$ cat config.mk
export PLATFORM = sky130hd
export DESIGN_NAME = ebw_top
export DESIGN_NICKNAME = d
export VERILOG_FILES = /design/src/pkg/ebw_pkg.sv /design/src/pkg/ebw_cfg_if.sv /design/src/hw/ebw_wait_sel.sv /design/src/hw/ebw_clkdiv.sv /design/src/hw/ebw_top.sv
export SDC_FILE = /design/constraint.sdc
export NUM_CORES = 1
export LEC_CHECK = 0
export BUFFER_PORTS_ARGS = -buffer_cell sky130_fd_sc_hd__buf_2
export CORE_MARGIN = 2
export CORE_UTILIZATION = 45
export CTS_CLUSTER_DIAMETER = 200
export CTS_CLUSTER_SIZE = 14
export DETAILED_ROUTE_END_ITERATION = 16
export PLACE_DENSITY_LB_ADDON = 0.25
export SYNTH_ARGS = -nofsm -noshare
export SYNTH_HDL_FRONTEND = slang
export SYNTH_SLANG_ARGS = --single-unit
$ cat constraint.sdc
create_clock -name pclk -period 5.1 [get_ports pclk]
set_input_delay 0.255 -clock pclk [delete_from_list [all_inputs] [get_ports pclk]]
set_output_delay 0.255 -clock pclk [all_outputs]
set_load 0.02 [all_outputs]
$ cat src/pkg/ebw_pkg.sv
// Constants for the external bus wait-state and bank-switch block.
// Assumes a 32-bit APB master and a 25 MHz pclk.
package ebw_pkg;

  // Register indices; byte address is four times the index
  localparam logic [7:0]  EBW_IDX_WAIT_CFG   = 8'h28;
  localparam logic [7:0]  EBW_IDX_BANK_CTL   = 8'h29;
  localparam logic [7:0]  EBW_IDX_WAIT_CTL   = 8'h2b;
  localparam logic [7:0]  EBW_IDX_STATUS     = 8'h2c;

  // Wait-state configuration fields
  localparam int unsigned EBW_XPA_BIT        = 15;
  localparam int unsigned EBW_IO_LSB         = 12;
  localparam int unsigned EBW_DHI_LSB        = 9;
  localparam int unsigned EBW_DLO_LSB        = 6;
  localparam int unsigned EBW_PHI_LSB        = 3;
  localparam int unsigned EBW_PLO_LSB        = 0;
  localparam int unsigned EBW_FIELDS_MSB     = 14;
  localparam logic [15:0] EBW_WAIT_CFG_RST   = 16'h7fff;

  // Wait-state control fields
  localparam int unsigned EBW_MULT_BIT       = 0;
  localparam logic        EBW_MULT_RST       = 1'b0;

  // Bank-switch control fields
  localparam int unsigned EBW_CONSECUTIVE_BANK_MODE_BIT     = 15;
  localparam int unsigned EBW_DIV_LSB        = 13;
  localparam int unsigned EBW_IACKOFF_BIT    = 12;
  localparam logic        EBW_CONSECUTIVE_BANK_MODE_RST     = 1'b0;
  localparam logic [1:0]  EBW_DIV_RST        = 2'h3;
  localparam logic        EBW_IACKOFF_RST    = 1'b1;

  // Status fields
  localparam int unsigned EBW_ST_GATED_BIT   = 0;
  localparam int unsigned EBW_ST_BUSY_BIT    = 1;

  // Address layout
  localparam int unsigned EBW_AW             = 23;
  localparam int unsigned EBW_DW             = 16;
  localparam int unsigned EBW_BANK_BIT       = 15;
  localparam int unsigned EBW_XBANK_BIT      = 22;
  localparam int unsigned EBW_PAGE_LSB       = 16;

  typedef enum logic [1:0]
  {
    EBW_SP_PROG = 2'h0,
    EBW_SP_DATA = 2'h1,
    EBW_SP_IO   = 2'h2
  } ebw_space_t;

  typedef enum logic [4:0]
  {
    EBW_ST_IDLE  = 5'h01,
    EBW_ST_GAP   = 5'h02,
    EBW_ST_STRB  = 5'h04,
    EBW_ST_TRAIL = 5'h08,
    EBW_ST_DONE  = 5'h10
  } ebw_state_t;

endpackage

$ cat src/pkg/ebw_cfg_if.sv
// Carrier between the controller and its wait-count selector.
// Assumes both ends run on the same pclk.
interface ebw_cfg_if;
  import ebw_pkg::*;

  logic [15:0]       wait_cfg;
  logic              wait_multiplier;
  ebw_space_t        space;
  logic [EBW_AW-1:0] addr;
  logic [3:0]        wait_count;
  logic              gen_off;

  modport ctl
  (
    output wait_cfg,
    output wait_multiplier,
    output space,
    output addr,
    input  wait_count,
    input  gen_off
  );

  modport sel
  (
    input  wait_cfg,
    input  wait_multiplier,
    input  space,
    input  addr,
    output wait_count,
    output gen_off
  );
endinterface

$ cat src/hw/ebw_wait_sel.sv
// Range decode: picks the base wait count for an access and scales it.
// Assumes the controller's address and space, taken straight from the core in the take cycle.
module ebw_wait_sel
  import ebw_pkg::*;
(
  // Configuration and access
  ebw_cfg_if.sel cfg
);

  wire       extended_program_range_sel;
  wire       prog_hi;
  wire [2:0] io_f;
  wire [2:0] dhi_f;
  wire [2:0] dlo_f;
  wire [2:0] phi_f;
  wire [2:0] plo_f;
  wire [2:0] base;

  assign extended_program_range_sel   = cfg.wait_cfg[EBW_XPA_BIT];
  assign io_f  = cfg.wait_cfg[EBW_IO_LSB +: 3];
  assign dhi_f = cfg.wait_cfg[EBW_DHI_LSB +: 3];
  assign dlo_f = cfg.wait_cfg[EBW_DLO_LSB +: 3];
  assign phi_f = cfg.wait_cfg[EBW_PHI_LSB +: 3];
  assign plo_f = cfg.wait_cfg[EBW_PLO_LSB +: 3];

  // Program range split depends on the extended range select
  assign prog_hi = extended_program_range_sel ? cfg.addr[EBW_XBANK_BIT]
                       : cfg.addr[EBW_BANK_BIT];

  assign base =
    (cfg.space == EBW_SP_IO)   ? io_f :
    (cfg.space == EBW_SP_DATA) ? (cfg.addr[EBW_BANK_BIT] ? dhi_f : dlo_f) :
    (prog_hi ? phi_f : plo_f);

  assign cfg.wait_count = cfg.wait_multiplier ? {base, 1'b0}
                                              : {1'b0, base};
  assign cfg.gen_off = (cfg.wait_cfg[EBW_FIELDS_MSB:0] == 15'h0000);

endmodule

$ cat src/hw/ebw_clkdiv.sv
// Bus clock output divider; tick marks the end of each bus clock cycle.
// Assumes divfct is a register value from the same clock domain.
module ebw_clkdiv
  import ebw_pkg::*;
(
  // Clock and reset
  input  wire logic       pclk,
  input  wire logic       presetn,
  // Control
  input  wire logic [1:0] divfct,
  // Outputs
  output logic            tick,
  output logic            bus_clock_output
);

  logic [1:0] cnt_r;
  logic [1:0] cnt_nxt;
  logic       clk_r;

  assign tick    = (cnt_r >= divfct);
  assign cnt_nxt = tick ? 2'h0 : 2'(cnt_r + 2'h1);

  always_ff @(posedge pclk or negedge presetn)
  begin
    if (!presetn)
    begin
      cnt_r <= 2'h0;
      clk_r <= 1'b0;
    end
    else
    begin
      cnt_r <= cnt_nxt;
      clk_r <= (cnt_nxt == 2'h0) ? 1'b1 : ~clk_r & (divfct == 2'h0);
    end
  end

  assign bus_clock_output = clk_r;

endmodule

$ cat src/hw/ebw_top.sv
// External bus cycle controller: wait states, ready extension, bank gaps.
// Assumes an APB master on pclk, a core access port on pclk, and
// asynchronous external ready and data pins.
//
// Behaviour
// - Each external cycle can be stretched by up to fourteen programmed waits.
// - A slow device holds ready low to stretch beyond the programmed waits.
// - All range counts zero turns the wait-state generator off.
// - Low 15 config bits hold five 3-bit base counts, 0 to 7.
// - Multiplier 0 keeps base counts; 1 doubles them, up to 14.
// - After reset every range gives seven waits, multiplier cleared.
// - Bits 14-12 give the I/O space base count.
// - Bits 11-9 give the upper data space base count.
// - Bits 8-6 give the lower data space base count.
// - Bits 5-3 give upper program space, split per extended range select.
// - Bits 2-0 give lower program space, split per extended range select.
// - Bit 15 selects program range mapping and resets to zero.
// - Control register bits 15-1 read zero; only the multiplier is writable.
// - A program or data read crossing a 32K-word bank boundary inserts one extra bus cycle.
// - Consecutive mode makes every program or data read start, read, and trail cycles.
// - Otherwise a read to another bank idles the strobe one bus clock.
// - Program/data read changes and program page changes also add a cycle.
//
// The APB register port was decided locally.
module ebw_top
  import ebw_pkg::*;
(
  // Clock and reset
  input  wire logic              pclk,
  input  wire logic              presetn,
  // APB slave
  input  wire logic              psel,
  input  wire logic              penable,
  input  wire logic              pwrite,
  input  wire logic [11:0]       paddr,
  input  wire logic [31:0]       pwdata,
  output logic [31:0]            prdata,
  output logic                   pready,
  output logic                   pslverr,
  // Core access port
  input  wire logic              acc_req,
  input  wire logic [1:0]        acc_space,
  input  wire logic              acc_write,
  input  wire logic [EBW_AW-1:0] acc_addr,
  input  wire logic [EBW_DW-1:0] acc_wdata,
  output logic                   acc_ack,
  output logic                   acc_done,
  output logic [EBW_DW-1:0]      acc_rdata,
  // External bus
  output logic [EBW_AW-1:0]      ext_addr,
  output logic                   ext_read,
  output logic                   memory_strobe_n,
  output logic                   io_strobe_n,
  output logic [EBW_DW-1:0]      ext_data_o,
  output logic                   ext_data_oe,
  input  wire logic [EBW_DW-1:0] ext_data_i,
  input  wire logic              ext_ready,
  output logic                   bus_clock_output,
  output logic                   iack_off
);

  function automatic logic reg_hit(input logic [11:0] a,
                                   input logic [7:0]  idx);
    reg_hit = (a == {2'b00, idx, 2'b00});
  endfunction

  // Registers
  logic [15:0]       wait_cfg_r;
  logic              wait_multiplier_r;
  logic              consecutive_bank_mode_r;
  logic [1:0]        divfct_r;
  logic              iackoff_r;
  logic [31:0]       prdata_r;
  logic              pslverr_r;

  // Bus tracking and access state
  ebw_state_t        state_r;
  ebw_state_t        state_nxt;
  logic [3:0]        wcnt_r;
  logic [3:0]        wcnt_nxt;
  logic [EBW_AW-1:0] addr_r;
  ebw_space_t        space_r;
  logic              write_r;
  logic [EBW_DW-1:0] wdata_r;
  logic [EBW_DW-1:0] rdata_r;
  logic              last_valid_r;
  logic              last_read_r;
  logic              last_prog_r;
  logic              last_msb_r;
  logic [6:0]        last_page_r;
  logic [1:0]        age_r;

  // Pin synchronisers
  logic              rdy_s1_r;
  logic              rdy_s2_r;
  logic [EBW_DW-1:0] din_s1_r;
  logic [EBW_DW-1:0] din_s2_r;

  wire               setup_ph;
  wire               wr_en;
  wire               hit_cfg;
  wire               hit_bank;
  wire               hit_ctl;
  wire               hit_st;
  wire               hit_any;
  wire [31:0]        rd_mux;
  wire               take;
  wire               is_read;
  wire               is_mem;
  wire               cross_bank;
  wire               cross_space;
  wire               cross_page;
  wire               need_gap;
  wire               wait_over;
  wire               settled;
  wire               finish;
  wire               strobe_on;
  wire               tick;

  ebw_cfg_if cfg_bus ();

  ebw_wait_sel u_sel
  (
    .cfg (cfg_bus.sel)
  );

  ebw_clkdiv u_div
  (
    .pclk             (pclk),
    .presetn          (presetn),
    .divfct           (divfct_r),
    .tick             (tick),
    .bus_clock_output (bus_clock_output)
  );

  assign cfg_bus.wait_cfg        = wait_cfg_r;
  assign cfg_bus.wait_multiplier = wait_multiplier_r;
  // Incoming request decodes its own range in the take cycle
  assign cfg_bus.space = take ? ebw_space_t'(acc_space) : space_r;
  assign cfg_bus.addr  = take ? acc_addr : addr_r;

  // APB decode
  assign setup_ph = psel & ~penable;
  assign wr_en    = psel & penable & pwrite;
  assign hit_cfg  = reg_hit(paddr, EBW_IDX_WAIT_CFG);
  assign hit_bank = reg_hit(paddr, EBW_IDX_BANK_CTL);
  assign hit_ctl  = reg_hit(paddr, EBW_IDX_WAIT_CTL);
  assign hit_st   = reg_hit(paddr, EBW_IDX_STATUS);
  assign hit_any  = hit_cfg | hit_bank | hit_ctl | hit_st;

  assign rd_mux =
    hit_cfg  ? {16'h0000, wait_cfg_r} :
    hit_bank ? {16'h0000, consecutive_bank_mode_r, divfct_r, iackoff_r,
                12'h000} :
    hit_ctl  ? {31'h00000000, wait_multiplier_r} :
    hit_st   ? {30'h00000000, (state_r != EBW_ST_IDLE),
                cfg_bus.gen_off} :
    32'h00000000;

  always_ff @(posedge pclk or negedge presetn)
  begin
    if (!presetn)
    begin
      prdata_r  <= 32'h00000000;
      pslverr_r <= 1'b0;
    end
    else if (setup_ph)
    begin
      prdata_r  <= pwrite ? 32'h00000000 : rd_mux;
      pslverr_r <= ~hit_any;
    end
  end

  assign prdata  = prdata_r;
  assign pready  = 1'b1;
  assign pslverr = pslverr_r;

  // Register writes
  always_ff @(posedge pclk or negedge presetn)
  begin
    if (!presetn)
    begin
      wait_cfg_r              <= EBW_WAIT_CFG_RST;
      wait_multiplier_r       <= EBW_MULT_RST;
      consecutive_bank_mode_r <= EBW_CONSECUTIVE_BANK_MODE_RST;
      divfct_r                <= EBW_DIV_RST;
      iackoff_r               <= EBW_IACKOFF_RST;
    end
    else if (wr_en)
    begin
      if (hit_cfg)
        wait_cfg_r <= pwdata[15:0];
      if (hit_ctl)
        wait_multiplier_r <= pwdata[EBW_MULT_BIT];
      if (hit_bank)
      begin
        consecutive_bank_mode_r <= pwdata[EBW_CONSECUTIVE_BANK_MODE_BIT];
        divfct_r                <= pwdata[EBW_DIV_LSB +: 2];
        iackoff_r               <= pwdata[EBW_IACKOFF_BIT];
      end
    end
  end

  assign iack_off = iackoff_r;

  // Ready and data pins pass two flops
  always_ff @(posedge pclk or negedge presetn)
  begin
    if (!presetn)
    begin
      rdy_s1_r <= 1'b0;
      rdy_s2_r <= 1'b0;
      din_s1_r <= '0;
      din_s2_r <= '0;
    end
    else
    begin
      rdy_s1_r <= ext_ready;
      rdy_s2_r <= rdy_s1_r;
      din_s1_r <= ext_data_i;
      din_s2_r <= din_s1_r;
    end
  end

  // Gap decision against the previous program/data access
  assign take        = (state_r == EBW_ST_IDLE) & acc_req;
  assign is_read     = ~acc_write;
  assign is_mem      = (acc_space != EBW_SP_IO);
  assign cross_bank  = last_msb_r != acc_addr[EBW_BANK_BIT];
  assign cross_space = last_prog_r != (acc_space == EBW_SP_PROG);
  assign cross_page  = last_prog_r & (acc_space == EBW_SP_PROG)
                     & (last_page_r != acc_addr[EBW_PAGE_LSB +: 7]);
  assign need_gap    = is_read & is_mem &
                       (consecutive_bank_mode_r |
                        (last_valid_r &
                         (cross_bank |
                          (last_read_r & (cross_space |
                                          cross_page)))));

  assign wait_over = (wcnt_r == 4'h0);
  // Two strobe cycles so synchronised ready and data come from inside it
  assign settled   = (age_r == 2'h2);
  assign finish    = strobe_on & wait_over & rdy_s2_r & settled;

  always_comb
  begin
    state_nxt = state_r;
    wcnt_nxt  = wcnt_r;
    case (state_r)
      EBW_ST_IDLE:
        if (acc_req)
          state_nxt = need_gap ? EBW_ST_GAP : EBW_ST_STRB;
      EBW_ST_GAP:
        if (tick)
        begin
          state_nxt = EBW_ST_STRB;
        end
      EBW_ST_STRB:
        if (!wait_over)
          wcnt_nxt = 4'(wcnt_r - 4'h1);
        else if (rdy_s2_r && settled)
          state_nxt = (consecutive_bank_mode_r & ~write_r &
                       (space_r != EBW_SP_IO)) ? EBW_ST_TRAIL
                                               : EBW_ST_DONE;
      EBW_ST_TRAIL:
        if (tick)
          state_nxt = EBW_ST_DONE;
      EBW_ST_DONE:
        state_nxt = EBW_ST_IDLE;
      default:
        state_nxt = EBW_ST_IDLE;
    endcase
    // Count loads as the strobe phase opens; held at zero when gated
    if ((state_r != EBW_ST_STRB) && (state_nxt == EBW_ST_STRB))
      wcnt_nxt = cfg_bus.gen_off ? 4'h0 : cfg_bus.wait_count;
  end

  always_ff @(posedge pclk or negedge presetn)
  begin
    if (!presetn)
    begin
      state_r      <= EBW_ST_IDLE;
      wcnt_r       <= 4'h0;
      addr_r       <= '0;
      space_r      <= EBW_SP_PROG;
      write_r      <= 1'b0;
      wdata_r      <= '0;
      rdata_r      <= '0;
      last_valid_r <= 1'b0;
      last_read_r  <= 1'b0;
      last_prog_r  <= 1'b0;
      last_msb_r   <= 1'b0;
      last_page_r  <= 7'h00;
      age_r        <= 2'h0;
    end
    else
    begin
      state_r <= state_nxt;
      wcnt_r  <= wcnt_nxt;
      age_r   <= ~strobe_on ? 2'h0 :
                 settled ? age_r : 2'(age_r + 2'h1);
      if (take)
      begin
        addr_r  <= acc_addr;
        space_r <= ebw_space_t'(acc_space);
        write_r <= acc_write;
        wdata_r <= acc_wdata;
        if (is_mem)
        begin
          last_valid_r <= 1'b1;
          last_read_r  <= is_read;
          last_prog_r  <= (acc_space == EBW_SP_PROG);
          last_msb_r   <= acc_addr[EBW_BANK_BIT];
          last_page_r  <= acc_addr[EBW_PAGE_LSB +: 7];
        end
      end
      if (finish && !write_r)
        rdata_r <= din_s2_r;
    end
  end

  // External pins
  assign strobe_on       = (state_r == EBW_ST_STRB);
  assign ext_addr        = addr_r;
  assign ext_read        = ~write_r;
  assign memory_strobe_n = ~(strobe_on & (space_r != EBW_SP_IO));
  assign io_strobe_n     = ~(strobe_on & (space_r == EBW_SP_IO));
  assign ext_data_o      = wdata_r;
  assign ext_data_oe     = strobe_on & write_r;

  // Core handshake
  assign acc_ack   = take;
  assign acc_done  = (state_r == EBW_ST_DONE);
  assign acc_rdata = rdata_r;

endmodule

==> metrics.md <==
| Metric | Value |
|---|---|
| Non-filler cells, final | `965` |
| CP Capture Type | `output port` |
| Share of the synthesized area in the top cell type | `52.85%` |
| Post-Synthesis Cell Area | `6440 µm²` |
| Final Wtd Congestion | `0.7678` |
| Clock slew at reported path FFs | `60 ps` |
| Hold Fails Final Rpt | `0` |
| Register area share after synthesis | `60.60%` |
| Cell area after layout | `8213 µm²` |
| Total congestion overflow | `0` |
| Post-CTS Setup Bufs | `0` |
| Final Max Tran Viols | `0` |
| # DRC | `0` |
| Synth Register Bits | `155` |
| Peak VDD IR | `0.3261 mV` |
| Cell taking the most area after synthesis | `dfrtp_1` |
| Hpwl dp | `9.869 mm` |
| Post-cts hold buffer count | `22` |
| Max-Cap Viols | `0` |
| CP top delay family | `buffers and inverters` |
| Post-synth EDFFs | `0` |
| Gr usage total | `19.83%` |
| Metal-1 WL | `5.984 mm` |
| Num CTS Buffers | `17` |
| Max transition margin | `34.55%` |
| First DRT Iteration DRCs | `251` |
| CP arrival | `3040 ps` |
| Setup_tns | `0 ps` |
| Maximum root-to-sink buffer count | `2` |
| CTS H-tree depth | `4` |
| Antenna viol nets, final | `0` |
| Routed wire length | `14.31 mm` |
| Outcome | `finished clean` |
| CTS tree | `done` |
| Ant diodes | `0` |
| Die extent in y | `123.6 µm` |
| Critical Path Start Type | `register` |
| Power Density | `500.1 nW/µm²` |
| WL met3 | `856 µm` |
| Skew-Pair Late Insertion Delay | `420 ps` |
| Slowest stage delay, CP | `570 ps` |
| Syn Area/Cell | `11.20 µm²` |
| Commonest non-fill, non-tap cells in the layout | `buf_2, nand2_1, dfrtp_1, mux2_2, dlygate4sd3_1` |
| Top_reg_cell synth | `dfrtp_1` |
| Core box area | `13930 µm²` |
| # rows | `43` |
| Period utilization | `64.65%` |
| Gate Count Post-Synth | `575` |
| Initial Util | `46.22%` |
| Input/output buffers | `172` |
| Vias/cell | `5.012` |
| Die W | `123.6 µm` |
| Routed length on met2 | `7.142 mm` |
| Full die area | `15280 µm²` |
| Fin crit period | `3297 ps` |
| Hold Slack | `22.37 ps` |
| Initial antenna violation count | `0` |
| P&R area growth vs syn | `27.53%` |
| Clk root buf | `clkbuf_16` |
| Buf/Inv on CP | `3` |
| Vias in the first global route | `4882` |
| Top routing layer in use | `met4` |
| Count of different cell masters after synthesis | `58` |
| Warnings from Yosys | `0` |
| Most common cell after layout, fill and taps aside | `buf_2` |
| I/O Pins | `206` |
| DR WL/cell | `14.83 µm` |
| Unrepaired setup endpoints after global routing | `no` |
| CP Cell Sequence | `nor4_4 > nand2_2 > inv_1 > buf_4 > buf_2` |
| # setup viols final | `0` |
| Clock Sink Count | `155` |
| Slew @ Worst Pin | `978.5 ps` |
| DP Cell Count | `911` |
| Worst Path Class, Setup | `register to output port` |
| Leakage | `4.223 nW` |
| Clock skew | `5.205 ps` |
| Critical Path RT | `4850 ps` |
| Hold Path Class | `primary input to register` |
| Slowest CP cell | `nand2_2` |
| Post-CTS sizing | `0` |
| Async SR Flop Fraction | `100.0%` |
| Share of cells above drive strength 1 | `35.29%` |
| Initial DRT Pass Iterations | `4` |
| Largest net degree at the start of global routing | `94` |
| Final net count | `887` |
| Global-route wire length before repair | `23.26 mm` |
| Max Freq | `303.3 MHz` |
| Via count | `4837` |
| Placed inst area | `7402 µm²` |
| Leading post-synthesis cells by cell area | `dfrtp_1, nand2_1, dfstp_2, mux2_2, mux2_4` |
| CP max FO | `46` |
-- worst register-to-register path: cells and delay by family, from the launching register on --
kind                   cells  cell delay, ps
DFF                        1             480
and+or+nand+nor            2            1020
AOI/OAI and AO/OA          2             420
buffers and inverters      3            1070
-- cell usage after synthesis (5+ instances only) --
master	count
nor4_1	5
clkbuf_1	9
xor2_1	9
a22o_1	10
ha_1	6
inv_1	10
nand2_1	169
nand2b_1	9
o21ai_0	18
mux2_4	10
dfstp_2	19
nand3_1	9
buf_4	18
mux2_2	28
nor2_1	18
nor3_1	6
dfrtp_1	136
mux2i_1	7
a21oi_1	14
-- through the flow --
step           util, %  total power [mW]  setup slack [ps]
5_1_grt          58.94             4.369              1549
2_1_floorplan        -             2.463              2913
3_5_place_dp     53.12             2.860              1967
6_report         58.94             4.107              1803
4_1_cts          58.94             4.146              1756
3_3_place_gp     53.12             2.814              2052
-- area by class of cell --
type | count | area [µm²]
tap | 180 | 225.2
multi-input combinational | 391 | 2347
sequential | 155 | 3902
clock buffer | 17 | 425.4
fill | 1140 | 5722
inverter | 10 | 37.54
timing repair buffer | 197 | 1110
clock inverter | 15 | 165.2
-- state kept, by name, summed over array words and instances, names as in the netlist, 2 cells and up --
register and flops:
din_s2_r 16, acc_rdata 16, din_s1_r 16, ext_addr 23
divfct_r 2, ext_data_o 16, space_r 2, prdata 16
age_r 2, state_r 5, last_page_r 7, wcnt_r 4
u_div.cnt_r 2, cfg_bus.wait_cfg 16
-- power by group --
group	switching [mW]	internal, mW
clock	0.523	0.729
sequential	0.163	1.49
combinational	0.770	0.434
total	1.46	2.65
-- cell families (layout without fill, tap and decap cells) --
family | count (synthesis) | in the layout | synth area share [%]
AND/OR/NAND/NOR | 243 | 243 | 17.10
other | 2 | 17 | 0.1166
multiplexers | 46 | 46 | 8.665
buffers and inverters | 44 | 239 | 3.827
flip-flops | 155 | 155 | 60.60
XOR/XNOR | 13 | 13 | 1.768
AO/OA/AOI/OAI | 66 | 66 | 6.761
adder cells (fa/ha/maj) | 6 | 6 | 1.166
-- metal layers --
| layer | vias up | track usage (%) |
|---|---|---|
| met5 | - | 0 |
| met4 | 0 | 8.026 |
| met3 | 28 | 5.952 |
| met2 | 149 | 32.14 |
| met1 | 2363 | 24.95 |
| li1 | 2297 | - |
-- final timing paths --
kind	depth (start not counted)	slack [ps]	startpoint	to
worst min-delay path	3	20	acc_addr[4]	ext_addr[4]$_DFFE_PN0P_
worst max register to register	7	2000	state_r[2]$_DFF_PN0_	state_r[1]$_DFF_PN0_
worst min register to register	0	350	din_s1_r[7]$_DFF_PN0_	din_s2_r[7]$_DFF_PN0_
worst max-delay path	5	1800	state_r[2]$_DFF_PN0_	acc_ack
min in group asynchronous	2	460	presetn	ext_addr[12]$_DFFE_PN0P_
max in group asynchronous	3	3320	presetn	din_s2_r[14]$_DFF_PN0_
Note: power is estimated with default switching activity, not from simulation.
